File: config.mk
export PLATFORM = sky130hd
export DESIGN_NAME = lcr_top
export DESIGN_NICKNAME = d
export VERILOG_FILES = /design/src/rtl/lcr_pkg.sv /design/src/rtl/lcr_sync.sv /design/src/rtl/lcr_lane.sv /design/src/rtl/lcr_top.sv
export VERILOG_INCLUDE_DIRS = /design/src /design/src/rtl
export SDC_FILE = /design/constraint.sdc
export NUM_CORES = 1
export LEC_CHECK = 0
export ABC_AREA = 1
export BUFFER_PORTS_ARGS = -buffer_cell sky130_fd_sc_hd__buf_2
export CORE_MARGIN = 10
export CORE_UTILIZATION = 50
export DETAILED_ROUTE_END_ITERATION = 7
export PLACE_DENSITY = 0.77
export SLEW_MARGIN = 20
export SYNTH_ARGS = -nofsm -noshare
export SYNTH_HDL_FRONTEND = slang
export SYNTH_HIERARCHICAL = 1
export SYNTH_SLANG_ARGS = --single-unit
File: constraint.sdc
create_clock -name CLK -period 2.5 [get_ports CLK]
set_input_delay 0 -clock CLK [delete_from_list [all_inputs] [get_ports CLK]]
set_output_delay 0 -clock CLK [all_outputs]
set_load 0.01 [all_outputs]
File: src/rtl/lcr_defines.svh
// constants of the lane configuration register bank
// What this block does
// - lane d bits 15:12 read zero, ignore writes
// - clock compensation bit ORed with global bit 11
// - select chooses multifunction pin source, four modes
// - pin select is lane OR global bits 10:9
// - loss detection needs lane and global bit 8
// - config bit 7 writable only while strap low
// - config bit 6 writable only while strap low
// - emphasis bits 5:4 ORed with global bits
// - lane d loopback ORed with loopback-all
// - lane d pattern test lockable by test strap
// - lane d alignment needs bit, pin, global
// - lane d power down ORed with power-down-all
// - lane c loopback ORed with loopback-all
// - lane c pattern test lockable by test strap
// - lane c alignment needs bit, pin, global
// - lane c power down ORed with power-down-all
`ifndef LCR_DEFINES_SVH
`define LCR_DEFINES_SVH
// ----------------------------------------------
// bus geometry and register offsets
// ----------------------------------------------
`define LCR_ADDR_W     5
`define LCR_DATA_W     16
`define LCR_OFS_LANE_C 5'h13
`define LCR_OFS_LANE_D 5'h14
// ----------------------------------------------
// field positions
// ----------------------------------------------
`define LCR_B_CTC      11
`define LCR_B_MF_HI    10
`define LCR_B_MF_LO    9
`define LCR_B_LOS      8
`define LCR_B_CFG1     7
`define LCR_B_CFG0     6
`define LCR_B_EMPH_HI  5
`define LCR_B_EMPH_LO  4
`define LCR_B_LOOP     3
`define LCR_B_PATTERN  2
`define LCR_B_ALIGN    1
`define LCR_B_PDOWN    0
// ----------------------------------------------
// reset value, writable mask, pin select codes
// ----------------------------------------------
`define LCR_RST_VAL    16'h0102
`define LCR_WR_MASK    16'h0fff
`define LCR_MF_IOSTD   2'h0
`define LCR_MF_COMMA   2'h1
`define LCR_MF_LOSS    2'h2
`define LCR_MF_PASS    2'h3
`define LCR_NUM_PINS   5
`endif

File: src/rtl/lcr_pkg.sv
// types shared by the lane configuration register bank
package lcr_pkg;
    // effective per-lane controls after global merging
    typedef struct packed {
        logic       ctc;        // clock tolerance compensation
        logic [1:0] mf_sel;     // multifunction pin select
        logic       los_en;     // loss-of-signal detection
        logic       cfg1;       // configuration bit 7
        logic       cfg0;       // configuration bit 6
        logic       emph_high;  // emphasis_sel_high
        logic       emph_low;   // emphasis_sel_low
        logic       loopback;   // serial loopback
        logic       pattern_en; // pseudo-random test
        logic       align_en;   // comma detect and align
        logic       power_down; // lane power down
    } lcr_eff_t;
    // synchronised strap and pin levels
    typedef struct packed {
        logic io_std_hstl;          // 1 hstl, 0 sstl_2
        logic alignment_enable_pin; // alignment enable
        logic pattern_test_strap;   // locks pattern bit
        logic config_strap_one;     // locks bit 7
        logic config_strap_zero;    // locks bit 6
    } lcr_straps_t;
endpackage

File: src/rtl/lcr_sync.sv
// three-stage synchroniser with agreement filter for strap pins
`timescale 1ns/1ps
`include "lcr_defines.svh"
module lcr_sync
    import lcr_pkg::*;
(
    input  wire logic                     clk,
    input  wire logic                     arst_n,
    input  wire logic [`LCR_NUM_PINS-1:0] pin_in,
    output logic      [`LCR_NUM_PINS-1:0] pin_out
);
    // ----------------------------------------------
    // one filtered chain per pin
    // ----------------------------------------------
    genvar gi;
    generate
        for (gi = 0; gi < `LCR_NUM_PINS; gi++) begin : g_pin
            logic s1_reg, s2_reg, s3_reg;    // flop chain
            logic out_reg, out_next;         // accepted level
            // a change counts once stages two and three agree
            always_comb begin
                out_next = (s2_reg == s3_reg) ? s3_reg : out_reg;
            end
            // registers only
            always_ff @(posedge clk or negedge arst_n) begin
                if (!arst_n) begin
                    s1_reg  <= 1'b0;
                    s2_reg  <= 1'b0;
                    s3_reg  <= 1'b0;
                    out_reg <= 1'b0;
                end else begin
                    s1_reg  <= pin_in[gi];
                    s2_reg  <= s1_reg;
                    s3_reg  <= s2_reg;
                    out_reg <= out_next;
                end
            end
            assign pin_out[gi] = out_reg;
        end
    endgenerate
endmodule

File: src/rtl/lcr_lane.sv
// one lane control register with its merged effective controls
`timescale 1ns/1ps
`include "lcr_defines.svh"
module lcr_lane
    import lcr_pkg::*;
(
    input  wire logic                   clk,
    input  wire logic                   arst_n,
    input  wire logic                   wr_hit,
    input  wire logic [`LCR_DATA_W-1:0] wdata,
    input  wire logic [`LCR_DATA_W-1:0] global_cfg,
    input  wire logic                   loopback_all,
    input  wire logic                   power_down_all,
    input  wire lcr_straps_t            straps,
    output logic      [`LCR_DATA_W-1:0] ctrl_val,
    output lcr_eff_t                    eff
);
    logic [`LCR_DATA_W-1:0] ctrl_reg, ctrl_next; // software view
    logic [`LCR_DATA_W-1:0] wmask;               // bits open to write
    lcr_eff_t               eff_reg, eff_next;   // merged controls
    // ----------------------------------------------
    // write path
    // ----------------------------------------------
    always_comb begin
        wmask = `LCR_WR_MASK; // reserved bits closed
        if (straps.config_strap_one) begin
            wmask[`LCR_B_CFG1] = 1'b0;
        end
        if (straps.config_strap_zero) begin
            wmask[`LCR_B_CFG0] = 1'b0;
        end
        if (straps.pattern_test_strap) begin
            wmask[`LCR_B_PATTERN] = 1'b0;
        end
        ctrl_next = ctrl_reg;
        if (wr_hit) begin
            ctrl_next = (ctrl_reg & ~wmask) | (wdata & wmask);
        end
    end
    // ----------------------------------------------
    // merge with global controls and pins
    // ----------------------------------------------
    always_comb begin
        eff_next.ctc        = ctrl_reg[`LCR_B_CTC] | global_cfg[`LCR_B_CTC];
        eff_next.mf_sel     = ctrl_reg[`LCR_B_MF_HI:`LCR_B_MF_LO]
                            | global_cfg[`LCR_B_MF_HI:`LCR_B_MF_LO];
        eff_next.los_en     = ctrl_reg[`LCR_B_LOS] & global_cfg[`LCR_B_LOS];
        eff_next.cfg1       = ctrl_reg[`LCR_B_CFG1] | global_cfg[`LCR_B_CFG1];
        eff_next.cfg0       = ctrl_reg[`LCR_B_CFG0] | global_cfg[`LCR_B_CFG0];
        eff_next.emph_high  = ctrl_reg[`LCR_B_EMPH_HI] | global_cfg[`LCR_B_EMPH_HI];
        eff_next.emph_low   = ctrl_reg[`LCR_B_EMPH_LO] | global_cfg[`LCR_B_EMPH_LO];
        eff_next.loopback   = ctrl_reg[`LCR_B_LOOP] | loopback_all;
        eff_next.pattern_en = ctrl_reg[`LCR_B_PATTERN]
                            | global_cfg[`LCR_B_PATTERN];
        eff_next.align_en   = ctrl_reg[`LCR_B_ALIGN] & straps.alignment_enable_pin
                            & global_cfg[`LCR_B_ALIGN];
        eff_next.power_down = ctrl_reg[`LCR_B_PDOWN] | power_down_all;
    end
    // registers only
    always_ff @(posedge clk or negedge arst_n) begin
        if (!arst_n) begin
            ctrl_reg <= `LCR_RST_VAL;
            eff_reg  <= '0;
        end else begin
            ctrl_reg <= ctrl_next;
            eff_reg  <= eff_next;
        end
    end
    assign ctrl_val = ctrl_reg;
    assign eff      = eff_reg;
endmodule

File: src/rtl/lcr_top.sv
// lane c and lane d control registers with merged outputs
//
// Chosen here: the plain strobed port.
`timescale 1ns/1ps
`include "lcr_defines.svh"
module lcr_top
    import lcr_pkg::*;
(
    input  wire logic                   CLK,
    input  wire logic                   ARST_N,
    input  wire logic [`LCR_ADDR_W-1:0] ADDR,
    input  wire logic [`LCR_DATA_W-1:0] WDATA,
    input  wire logic                   WR,
    input  wire logic                   RD,
    output logic      [`LCR_DATA_W-1:0] RDATA,
    input  wire logic [`LCR_DATA_W-1:0] GLOBAL_CFG,
    input  wire logic                   LOOPBACK_ALL,
    input  wire logic                   POWER_DOWN_ALL,
    input  wire logic                   CONFIG_STRAP_ZERO,
    input  wire logic                   CONFIG_STRAP_ONE,
    input  wire logic                   PATTERN_TEST_STRAP,
    input  wire logic                   ALIGNMENT_ENABLE_PIN,
    input  wire logic                   IO_STD_HSTL,
    input  wire logic                   LANE_D_COMMA_DETECTED,
    input  wire logic                   LANE_D_SIGNAL_LOSS,
    input  wire logic                   LANE_D_PATTERN_TEST_PASS,
    output logic                        LANE_D_MULTIFUNCTION_PIN,
    output lcr_eff_t                    LANE_C_CTRL,
    output lcr_eff_t                    LANE_D_CTRL
);
    // ----------------------------------------------
    // declarations
    // ----------------------------------------------
    lcr_straps_t            straps_raw;   // pins as they arrive
    lcr_straps_t            straps;       // filtered pins
    logic                   hit_c;        // address decodes to lane c
    logic                   hit_d;        // address decodes to lane d
    logic [`LCR_DATA_W-1:0] c_val;        // lane c register
    logic [`LCR_DATA_W-1:0] d_val;        // lane d register
    logic [`LCR_DATA_W-1:0] rdata_reg;    // read answer
    logic [`LCR_DATA_W-1:0] rdata_next;   // next read answer
    logic                   mf_reg;       // multifunction pin
    logic                   mf_next;      // next pin level

    // ----------------------------------------------
    // strap pin synchronisation
    // ----------------------------------------------
    // straps come from outside the clock domain
    always_comb begin
        straps_raw.io_std_hstl          = IO_STD_HSTL;
        straps_raw.alignment_enable_pin = ALIGNMENT_ENABLE_PIN;
        straps_raw.pattern_test_strap   = PATTERN_TEST_STRAP;
        straps_raw.config_strap_one     = CONFIG_STRAP_ONE;
        straps_raw.config_strap_zero    = CONFIG_STRAP_ZERO;
    end

    lcr_sync u_sync (
        .clk     (CLK),
        .arst_n  (ARST_N),
        .pin_in  (straps_raw),
        .pin_out (straps)
    );

    // ----------------------------------------------
    // address decode
    // ----------------------------------------------
    // only exact offsets hit; all else is unmapped
    always_comb begin
        hit_c = 1'b0;
        hit_d = 1'b0;
        if (ADDR == `LCR_OFS_LANE_C) begin
            hit_c = 1'b1;
        end else if (ADDR == `LCR_OFS_LANE_D) begin
            hit_d = 1'b1;
        end
    end

    // ----------------------------------------------
    // lane registers
    // ----------------------------------------------
    // lane c register
    lcr_lane u_lane_c (
        .clk            (CLK),
        .arst_n         (ARST_N),
        .wr_hit         (WR && hit_c),
        .wdata          (WDATA),
        .global_cfg     (GLOBAL_CFG),
        .loopback_all   (LOOPBACK_ALL),
        .power_down_all (POWER_DOWN_ALL),
        .straps         (straps),
        .ctrl_val       (c_val),
        .eff            (LANE_C_CTRL)
    );

    // lane d register
    lcr_lane u_lane_d (
        .clk            (CLK),
        .arst_n         (ARST_N),
        .wr_hit         (WR && hit_d),
        .wdata          (WDATA),
        .global_cfg     (GLOBAL_CFG),
        .loopback_all   (LOOPBACK_ALL),
        .power_down_all (POWER_DOWN_ALL),
        .straps         (straps),
        .ctrl_val       (d_val),
        .eff            (LANE_D_CTRL)
    );

    // ----------------------------------------------
    // read path
    // ----------------------------------------------
    // data stand only in the cycle after the strobe
    always_comb begin
        rdata_next = '0;
        if (RD && hit_c) begin
            rdata_next = c_val;
        end else if (RD && hit_d) begin
            rdata_next = d_val; // upper nibble is zero
        end
    end

    // ----------------------------------------------
    // multifunction pin
    // ----------------------------------------------
    // source chosen by merged select of lane d
    always_comb begin
        case (LANE_D_CTRL.mf_sel)
            `LCR_MF_IOSTD: mf_next = straps.io_std_hstl;
            `LCR_MF_COMMA: mf_next = LANE_D_COMMA_DETECTED;
            `LCR_MF_LOSS:  mf_next = LANE_D_SIGNAL_LOSS;
            default:       mf_next = LANE_D_PATTERN_TEST_PASS;
        endcase
    end

    // ----------------------------------------------
    // output registers
    // ----------------------------------------------
    // registers only
    always_ff @(posedge CLK or negedge ARST_N) begin
        if (!ARST_N) begin
            rdata_reg <= '0;
            mf_reg    <= 1'b0;
        end else begin
            rdata_reg <= rdata_next;
            mf_reg    <= mf_next;
        end
    end

    assign RDATA                    = rdata_reg;
    assign LANE_D_MULTIFUNCTION_PIN = mf_reg;
endmodule

==> results of run 1 <==
worst min path at each step:
stage,cells past startpoint,end,slack [ns],start
floorplan,0,LANE_D_MULTIFUNCTION_PIN$_DFF_PN0_,-0.30,ARST_N
global placement,1,u_sync/g_pin[2].s1_reg$_DFF_PN0_,0.11,PATTERN_TEST_STRAP
detailed placement,1,u_sync/g_pin[1].s1_reg$_DFF_PN0_,0.11,CONFIG_STRAP_ONE
CTS,4,RDATA[2]$_DFF_PN0_,0.03,ADDR[1]
global route,4,RDATA[0]$_DFF_PN0_,0.06,ADDR[1]
finish,4,RDATA[10]$_DFF_PN0_,0.04,ADDR[1]
logic make-up (layout without fill, tap and decap cells):
group | Yosys count | in the layout | synth area share (%)
simple gates | 139 | 139 | 21.5
flops | 85 | 85 | 64.2
buf+inv | 60 | 166 | 10.1
compound gates | 26 | 26 | 3.92
other cells | 2 | 8 | 0.226
synth_stat cells:
library cell  number  share of area [%]
buf_6              5                1.7
buf_2              2               0.30
inv_1             35                4.0
or2_2             20                3.8
buf_8              1               0.45
conb_1             2               0.23
o21ai_0           21                3.2
a21oi_1            5               0.75
nand2_2            1               0.19
dfrtp_1           81                 61
nor2_4             3                1.0
nor2_8             1               0.60
nor2_1            11                1.2
nand4_1           32                6.0
nor2_2             1               0.19
nand3_2            2               0.60
inv_2              1               0.11
dfstp_2            4                3.2
nand2_1           64                7.2
nand3_1            4               0.60
buf_4             16                3.6
timing repair:
item,4_1_cts,5_1_grt
resized for setup,0,0
endpoints found under the hold margin,135,0
setup buffers,0,0
hold buffers,32,0
metrics by stage:
step | instance area, um^2 | total power (uW)
CTS | 4150 | 2910
floorplan | 3340 | 1850
finish | 4160 | 2880
global route | 4160 | 3050
global placement | 3650 | 1980
detailed placement | 3650 | 2010
cell type report:
type	count	area [um^2]
fill	489	2230
clock inverter	4	22.5
tap	77	96.3
timing repair buffer	114	739
inverter	36	135
clock buffer	12	155
sequential	85	2130
multi-input combinational	173	876
routing by layer:
metal	routed length (um)	track usage [%]	share of wire, %
met1	2630	15.0	37
met2	3720	24.4	53
met3	595	4.90	8.4
met4	104	5.47	1.5
met5	0	0	0
worst register-to-register path, cell delays in order, from the launching register on:
cell and delay, ns:
dfrtp_1 0.41, nor2_1 0.11, nor2_1 0.04, o21ai_0 0.06
o21ai_0 0.09, dlygate4sd3_1 0.55
cells in the final DEF, fill, tap and decap left out:
| cell type | n |
|---|---|
| nand3_2 | 2 |
| nand3_1 | 4 |
| clkbuf_1 | 1 |
| nand4_1 | 32 |
| clkinvlp_4 | 1 |
| dfrtp_1 | 81 |
| nor2_4 | 3 |
| buf_6 | 1 |
| or2_2 | 20 |
| dfstp_2 | 4 |
| dlygate4sd3_1 | 32 |
| clkbuf_8 | 11 |
| nor2_1 | 10 |
| buf_2 | 80 |
| nand2_1 | 64 |
| o21ai_0 | 21 |
| clkinv_2 | 3 |
| nor2_2 | 2 |
| buf_4 | 1 |
| nand2_2 | 1 |
| inv_2 | 1 |
| inv_1 | 35 |
| conb_1 | 8 |
| a21oi_1 | 5 |
| nor2_8 | 1 |
power by group through the flow:
stage               registers [uW]  clock network, uW  logic [uW]
finish                        1640                864         382
detailed placement            1670                  0         342
global route                  1660                956         433
CTS                           1640                890         386
global placement              1660                  0         328
floorplan                     1670                  0         180
==> impl_metrics.yaml, run 1 <==
pwr:
  ir_worst_vdd_uv: 428
  p_sw_share_pct: 26.1
  p_int_uw: 2130
  p_switching_uw: 752
  p_per_area_nw_per_um2: 694
  sequentialPowerShare_pct: 56.8
  clkPwrFrac_pct: 29.9
  pwr-share-comb_pct: 13.2
  p_leak_uw: 0.00215
cells_and_area:
  layout-drive-gt1-share_pct: 30.9
  postLayoutCoreUtil_pct: 65.1
  instances_no_fill: 501
  diodes: 0
  layout.nets: 470
  largest_reg_flops: 16
  area_growth_syn_to_layout_pct: 25.2
routing:
  drt_iter0_markers: 78
  totalWireLength_um: 7050
  ant_nets: 0
  drc_errors: 0
  drt-vias-per-instance: 4.77
  route.detailed.wl_per_inst_um: 14.1
  vias: 2392
  drt_first_pass_iters: 4
placement:
  pre_cts_ws_ns: 0.657
  portBuffers: 81
  gp_congestion: 0.730
  dp_hpwl_um: 4630
  post-place-cells: 453
clock_tree:
  cts-root-buf: "clkbuf_8"
  clk_latency_ns: 0.35
  cts_made_buffers: 9
  cts_sinks: 85
  h-tree-depth: 3
  tritoncts: "yes"
  cts_max_path_buffers: 2
  path_clk_slew_ns: 0.08
die:
  core-area_um2: 6390
  initial_core_util_pct: 52.0
  die-area_um2: 10300
  pin_count: 92
  rows: 29
  die_y_um: 101
  die_w_um: 101
sta:
  setup_violations: 0
  maxSlewViolCount: 0
  rsz0062_at_grt: "no"
  slew_headroom_pct: 39.7
  period_share_pct: 57.6
  fin_skew_ns: 0.0105
  setup_tns_ns: 0
  setup_ws_ns: 1.06
  whs_ns: 0.0381
  hold_viol_final: 0
  worst_slew_pin_slew_ns: 0.903
  min_period_ns: 1.44
  fmax_mhz: 695
worst_setup_path:
  cp.depth: 7
  worst_path_most_repeated_cell: "nand2_1"
  path_cells: "buf_2, inv_1, nand2_1, nor2_4, nand2_1, nor2_2, o21ai_0"
  required_ns: 2.68
  arrival_ns: 1.62
  cp-end-kind: "flip-flop"
  worstSetupStartpoint: "ADDR[0]"
  path_class: "in2reg"
  critPathTopFamily: "simple AND/OR/NAND/NOR gates"
  path_max_fanout: 24
  critPathBufInv: 2
  max_stage_delay_ns: 0.71
  cp-endpoint: "u_lane_d/ctrl_val[4]$_DFFE_PN0P_"
  crit_path_top_delay_cell: "nor2_2"
  reg2reg_slack_ns: 1.13
  reg2reg_to: "LANE_D_MULTIFUNCTION_PIN$_DFF_PN0_"
  rr_startpoint: "u_lane_d/eff[10]$_DFF_PN0_"
  start_kind: "input port"
  reg2reg_depth: 5
synth:
  ys_types: 21
  ys_seq_area_share_pct: 64.2
  synth-seq-cells: 85
  synthCells: 312
  avgSynthCellArea_um2: 10.6
  yosys_warnings: 6
  syn-cell-area_um2: 3320
flow_run:
  drv_cap: 0
grt:
  track_usage_pct: 13.9
  antenna_found_initial: 0
  grt_pass1_wl_um: 11300
  grt-ovfl-total: 0
  grt_max_degree: 86
  first_global_vias: 2421
outcome:
  status: "finished clean"
hold_path:
  holdCritPathClass: "in2reg"
No activity file was read; power rests on OpenSTA's default activity.
==> run 2: changes to the inputs <==
--- a/config.mk
+++ b/config.mk
@@ -9,9 +9,9 @@
 export ABC_AREA = 1
 export BUFFER_PORTS_ARGS = -buffer_cell sky130_fd_sc_hd__buf_2
 export CORE_MARGIN = 10
-export CORE_UTILIZATION = 50
+export CORE_UTILIZATION = 47
 export DETAILED_ROUTE_END_ITERATION = 7
-export PLACE_DENSITY = 0.77
+export PLACE_DENSITY = 0.76
 export SLEW_MARGIN = 20
 export SYNTH_ARGS = -nofsm -noshare
 export SYNTH_HDL_FRONTEND = slang
==> constraint.sdc (replaced) <==
create_clock -name CLK -period 1.27 [get_ports CLK]
set_input_delay 0 -clock CLK [delete_from_list [all_inputs] [get_ports CLK]]
set_output_delay 0 -clock CLK [all_outputs]
set_load 0.01 [all_outputs]
==> run 2 against run 1 <==
Against the previous run:
- clock skew fell by 0.0012 ns
- sequential share of layout area down 2.0 points
- worst hold slack better by 0.12 ns
- setup slack lost 0.70 ns
- first-iteration DRC count fell by 2.6%
- highest routed layer unchanged
- clock power increased by 150%
- wire length is 0.28% higher
- flip-flop and latch count unchanged
- critical endpoint is now LANE_D_CTRL[10]
- largest power group unchanged
==> impl_metrics.yaml, run 2 (same netlist as run 1, synthesis figures left out) <==
outcome:
  status: "finished clean"
pwr:
  design_power_total_uw: 6110
  ir_worst_vdd_uv: 937
  p_leak_uw: 0.00222
  p_per_area_nw_per_um2: 1410
worst_setup_path:
  arrival_ns: 0.91
  path_max_fanout: 4
  max_stage_delay_ns: 0.41
  path_cells: "buf_2"
  rr_startpoint: "u_lane_d/eff[10]$_DFF_PN0_"
  critPathTopFamily: "flip-flops"
  crit_path_top_delay_cell: "dfrtp_1"
  cp-end-kind: "output pin"
  critPathBufInv: 1
  worstSetupStartpoint: "u_lane_d/eff[10]$_DFF_PN0_"
  path_class: "reg2out"
  required_ns: 1.27
  start_kind: "flip-flop"
placement:
  gp_congestion: 0.725
  post-place-cells: 481
  dp_hpwl_um: 4950
  portBuffers: 81
flow_run:
  drv_cap: 0
grt:
  grt-ovfl-total: 0
  grt_max_degree: 48
  track_usage_pct: 13.7
  grt_pass1_wl_um: 12200
  antenna_found_initial: 0
  first_global_vias: 2542
cells_and_area:
  seqCellArea_um2: 2130
  layout.nets: 480
  largest_reg_flops: 16
  instances_no_fill: 530
  layout-drive-gt1-share_pct: 32.0
  mostFrequentLayoutCells: "dfrtp_1 (81), buf_2 (80), nand2_1 (64)"
  layout_commonest_cell: "dfrtp_1"
  multi_input_area_um2: 876
  fillers: 577
  area_growth_syn_to_layout_pct: 30.4
  diodes: 0
routing:
  drt_first_pass_iters: 6
  drc_errors: 0
  drt-vias-per-instance: 4.52
  totalWireLength_um: 7070
  ant_nets: 0
  route.detailed.wl_per_inst_um: 13.3
  drt_iter0_markers: 76
  vias: 2396
sta:
  fin_skew_ns: 0.00928
  fmax_mhz: 1100
  min_period_ns: 0.908
  slew_headroom_pct: 61.3
  period_share_pct: 71.5
  worst_slew_pin_slew_ns: 0.581
  rsz0062_at_grt: "no"
  maxSlewViolCount: 0
  setup_violations: 0
  setup_tns_ns: 0
  hold_viol_final: 0
clock_tree:
  cts-root-buf: "clkbuf_8"
  path_clk_slew_ns: 0.08
  cts_max_path_buffers: 2
  h-tree-depth: 3
  cts_sinks: 85
  clk_latency_ns: 0.35
  tritoncts: "yes"
  cts_made_buffers: 9
  post_cts.repair.setup_buffers: 0
die:
  die-area_um2: 10800
  initial_core_util_pct: 48.6
  pin_count: 92
  die_w_um: 104
  die_y_um: 104
  core-area_um2: 6830
  rows: 30
hold_path:
  holdCritPathClass: "in2async"
-- run 2: per-layer routing --
layer  up-vias  track usage [%]  routed length (um)
met5         -                0                   0
met4         0             6.06                 109
met3        11             4.65                 490
met2        67             23.9                3620
met1      1111             14.7                2850
li1       1207                -                   -
-- run 2: area by class of cell --
type	instances	share of cell area, %
timing repair buffer	124	19.4
inverter	36	3.12
multi-input combinational	173	20.2
clock buffer	13	3.67
tap	96	2.78
clock inverter	3	1.56
sequential	85	49.3
-- run 2: stage by stage --
stage | utilization, % | setup slack [ns] | hold slack [ns] | cell area [um^2]
2_1_floorplan | - | 0.169 | -0.296 | 3340
3_3_place_gp | 55.2 | 0.327 | -0.0109 | 3770
3_5_place_dp | 55.2 | 0.266 | -0.00392 | 3770
4_1_cts | 63.4 | 0.337 | 0.150 | 4330
5_1_grt | 63.4 | 0.292 | 0.173 | 4330
6_report | 63.4 | 0.362 | 0.155 | 4330
-- run 2: repair_timing --
| action | in CTS | in global routing |
|---|---|---|
| hold buffers | 33 | 0 |
| gates resized for setup | 0 | 0 |
| hold endpoints to repair | 139 | 0 |
-- run 2: power breakdown --
group	switching [uW]	internal (uW)	leakage (uW)
Clock	901	1220	0.000110
Combinational	419	358	0.00110
Sequential	170	3050	0.00101
Total	1490	4620	0.00222
-- run 2: path summary, 6_finish.rpt --
path,end,slack [ns],cells past startpoint
setup reg to reg,LANE_D_MULTIFUNCTION_PIN$_DFF_PN0_,0.38,4
max in group asynchronous,u_lane_c/ctrl_val[8]$_DFFE_PN1P_,0.82,3
hold / removal,u_sync/g_pin[2].s2_reg$_DFF_PN0_,0.15,3
setup / recovery,LANE_D_CTRL[10],0.36,1
min in group CLK,RDATA[2]$_DFF_PN0_,0.18,5
hold reg to reg,u_sync/g_pin[1].s2_reg$_DFF_PN0_,0.35,0
==> run 3: changes to the inputs <==
--- a/config.mk
+++ b/config.mk
@@ -9,9 +9,9 @@
 export ABC_AREA = 1
 export BUFFER_PORTS_ARGS = -buffer_cell sky130_fd_sc_hd__buf_2
 export CORE_MARGIN = 10
-export CORE_UTILIZATION = 47
+export CORE_UTILIZATION = 50
 export DETAILED_ROUTE_END_ITERATION = 7
-export PLACE_DENSITY = 0.76
+export PLACE_DENSITY = 0.77
 export SLEW_MARGIN = 20
 export SYNTH_ARGS = -nofsm -noshare
 export SYNTH_HDL_FRONTEND = slang
==> constraint.sdc (replaced) <==
create_clock -name CLK -period 0.9 [get_ports CLK]
set_input_delay 0 -clock CLK [delete_from_list [all_inputs] [get_ports CLK]]
set_output_delay 0 -clock CLK [all_outputs]
set_load 0.01 [all_outputs]
==> run 3 against run 2 <==
Against the previous run:
- the run now ends with setup timing left
- final cell count shrank 3.6%
- global-route usage rose by 0.78 points
- sequential power up 42%
- count of clock-buffer cells in the layout decreased by 3
- first-iteration DRC count is 37% higher
- critical path depth unchanged
- largest power group unchanged
==> impl_metrics.yaml, run 3 (same netlist as run 1, synthesis figures left out) <==
die:
  initial_core_util_pct: 52.0
  die-area_um2: 10300
  pin_count: 92
  core-area_um2: 6390
  die_y_um: 101
  die_w_um: 101
  rows: 29
worst_setup_path:
  path_max_fanout: 4
  required_ns: 0.90
  path_class: "reg2out"
  path_cells: "buf_2"
  max_stage_delay_ns: 0.41
  start_kind: "flip-flop"
  critPathBufInv: 1
  critPathTopFamily: "flip-flops"
  arrival_ns: 0.91
  cp-end-kind: "output pin"
  crit_path_top_delay_cell: "dfrtp_1"
sta:
  setup_ws_ns: -0.0149
  setup_violations: 1
  min_period_ns: 0.915
  hold_viol_final: 0
  worst_slew_pin_slew_ns: 0.560
  fmax_mhz: 1090
  rsz0062_at_grt: "yes"
  whs_ns: 0.144
  fin_skew_ns: 0.00460
  slew_headroom_pct: 62.7
  period_share_pct: 102
  maxSlewViolCount: 0
grt:
  grt_pass1_wl_um: 11800
  track_usage_pct: 14.5
  first_global_vias: 2504
  grt-ovfl-total: 0
  grt_max_degree: 57
  antenna_found_initial: 0
clock_tree:
  tritoncts: "yes"
  cts-root-buf: "clkbuf_8"
  cts_sinks: 85
  post_cts.repair.setup_buffers: 0
  cts_max_path_buffers: 2
  path_clk_slew_ns: 0.08
  clk_latency_ns: 0.35
  cts_made_buffers: 9
  h-tree-depth: 3
outcome:
  violations: "setup timing"
  status: "complete, but fails checks"
routing:
  vias: 2463
  route.detailed.wl_per_inst_um: 14.2
  ant_nets: 0
  drt_first_pass_iters: 4
  drt-vias-per-instance: 4.82
  totalWireLength_um: 7260
  drt_iter0_markers: 104
  drc_errors: 0
placement:
  dp_hpwl_um: 5030
  gp_congestion: 0.783
  place_area_um2: 3810
  portBuffers: 81
  post-place-cells: 462
cells_and_area:
  layout.nets: 480
  mostFrequentLayoutCells: "dfrtp_1 (81), buf_2 (79), nand2_1 (62)"
  diodes: 0
  final_design_area_no_fill_um2: 4390
  layout_commonest_cell: "dfrtp_1"
  largest_reg_flops: 16
  layout-drive-gt1-share_pct: 33.6
  area_growth_syn_to_layout_pct: 32.3
  instances_no_fill: 511
  fillers: 483
pwr:
  design_power_total_uw: 8930
  ir_worst_vdd_uv: 1330
  p_leak_uw: 0.00226
  p_per_area_nw_per_um2: 2030
flow_run:
  drv_cap: 0
hold_path:
  holdCritPathClass: "in2async"
[run 3: cell types whose count changed in the layout (fill, tap and decap cells not counted), moves of 2 or more]
cell      before  now
clkbuf_1       2    0
nand2_1       64   62
nand2_4        0    2
nand3_1        4    2
nand3_2        2    4
nor2_2         2    0
nor2_4         3    5
o21ai_0       21   13
o21ai_1        0    8
[run 3: worst paths after layout]
| check | endpoint | cells after the start | slack (ns) | from |
|---|---|---|---|---|
| worst max-delay path | LANE_D_CTRL[10] | 1 | -0.01 | u_lane_d/eff[10]$_DFF_PN0_ |
| worst min-delay path | u_sync/g_pin[1].s1_reg$_DFF_PN0_ | 3 | 0.14 | ARST_N |
| worst max register to register | u_lane_d/ctrl_val[8]$_DFFE_PN1P_ | 2 | 0.07 | u_lane_d/ctrl_val[8]$_DFFE_PN1P_ |
| worst min register to register | u_sync/g_pin[3].s2_reg$_DFF_PN0_ | 0 | 0.35 | u_sync/g_pin[3].s1_reg$_DFF_PN0_ |
| max in group asynchronous | u_lane_d/ctrl_val[8]$_DFFE_PN1P_ | 3 | 0.42 | ARST_N |
| min in group CLK | u_lane_d/ctrl_val[1]$_DFFE_PN1P_ | 7 | 0.17 | ADDR[1] |
[run 3: per-layer routing]
| layer | vias to the layer above | wire length [um] | global-route usage, % |
|---|---|---|---|
| met5 | - | 0 | 0 |
| met4 | 0 | 133 | 6.97 |
| met3 | 11 | 608 | 4.36 |
| met2 | 71 | 3780 | 24.7 |
| met1 | 1173 | 2730 | 16.2 |
| li1 | 1208 | - | - |
[run 3: area by class of cell]
cell class | instances | area, um^2 | area share (%)
clock inverter | 6 | 110 | 2.51
tap | 77 | 96.3 | 2.19
inverter | 36 | 148 | 3.36
timing repair buffer | 124 | 857 | 19.5
sequential | 85 | 2130 | 48.5
clock buffer | 10 | 138 | 3.13
multi-input combinational | 173 | 911 | 20.7
[run 3: through the flow]
step | setup slack [ns] | util [%] | TNS, ns
floorplan | -0.0116 | - | -0.106
global route | -0.0592 | 68.8 | -0.104
CTS | -0.0318 | 68.7 | -0.0496
detailed placement | -0.135 | 59.6 | -2.22
global placement | -0.0892 | 59.6 | -1.38
finish | -0.0149 | 68.8 | -0.0149
[run 3: timing repair]
item / in CTS / in global routing
hold buffers: 33 / 0
endpoints found under the hold margin: 139 / 0
resized for setup: 0 / 2
endpoints found under the setup margin: 3 / 6
pin swaps: 0 / 1
[run 3: power by group]
group / total [uW] / leakage, uW / internal, uW / switching [uW]
sequential: 4560 / 0.00101 / 4300 / 266
clock: 3230 / 0.000119 / 1910 / 1320
combinational: 1140 / 0.00113 / 531 / 609
total: 8930 / 0.00226 / 6740 / 2190
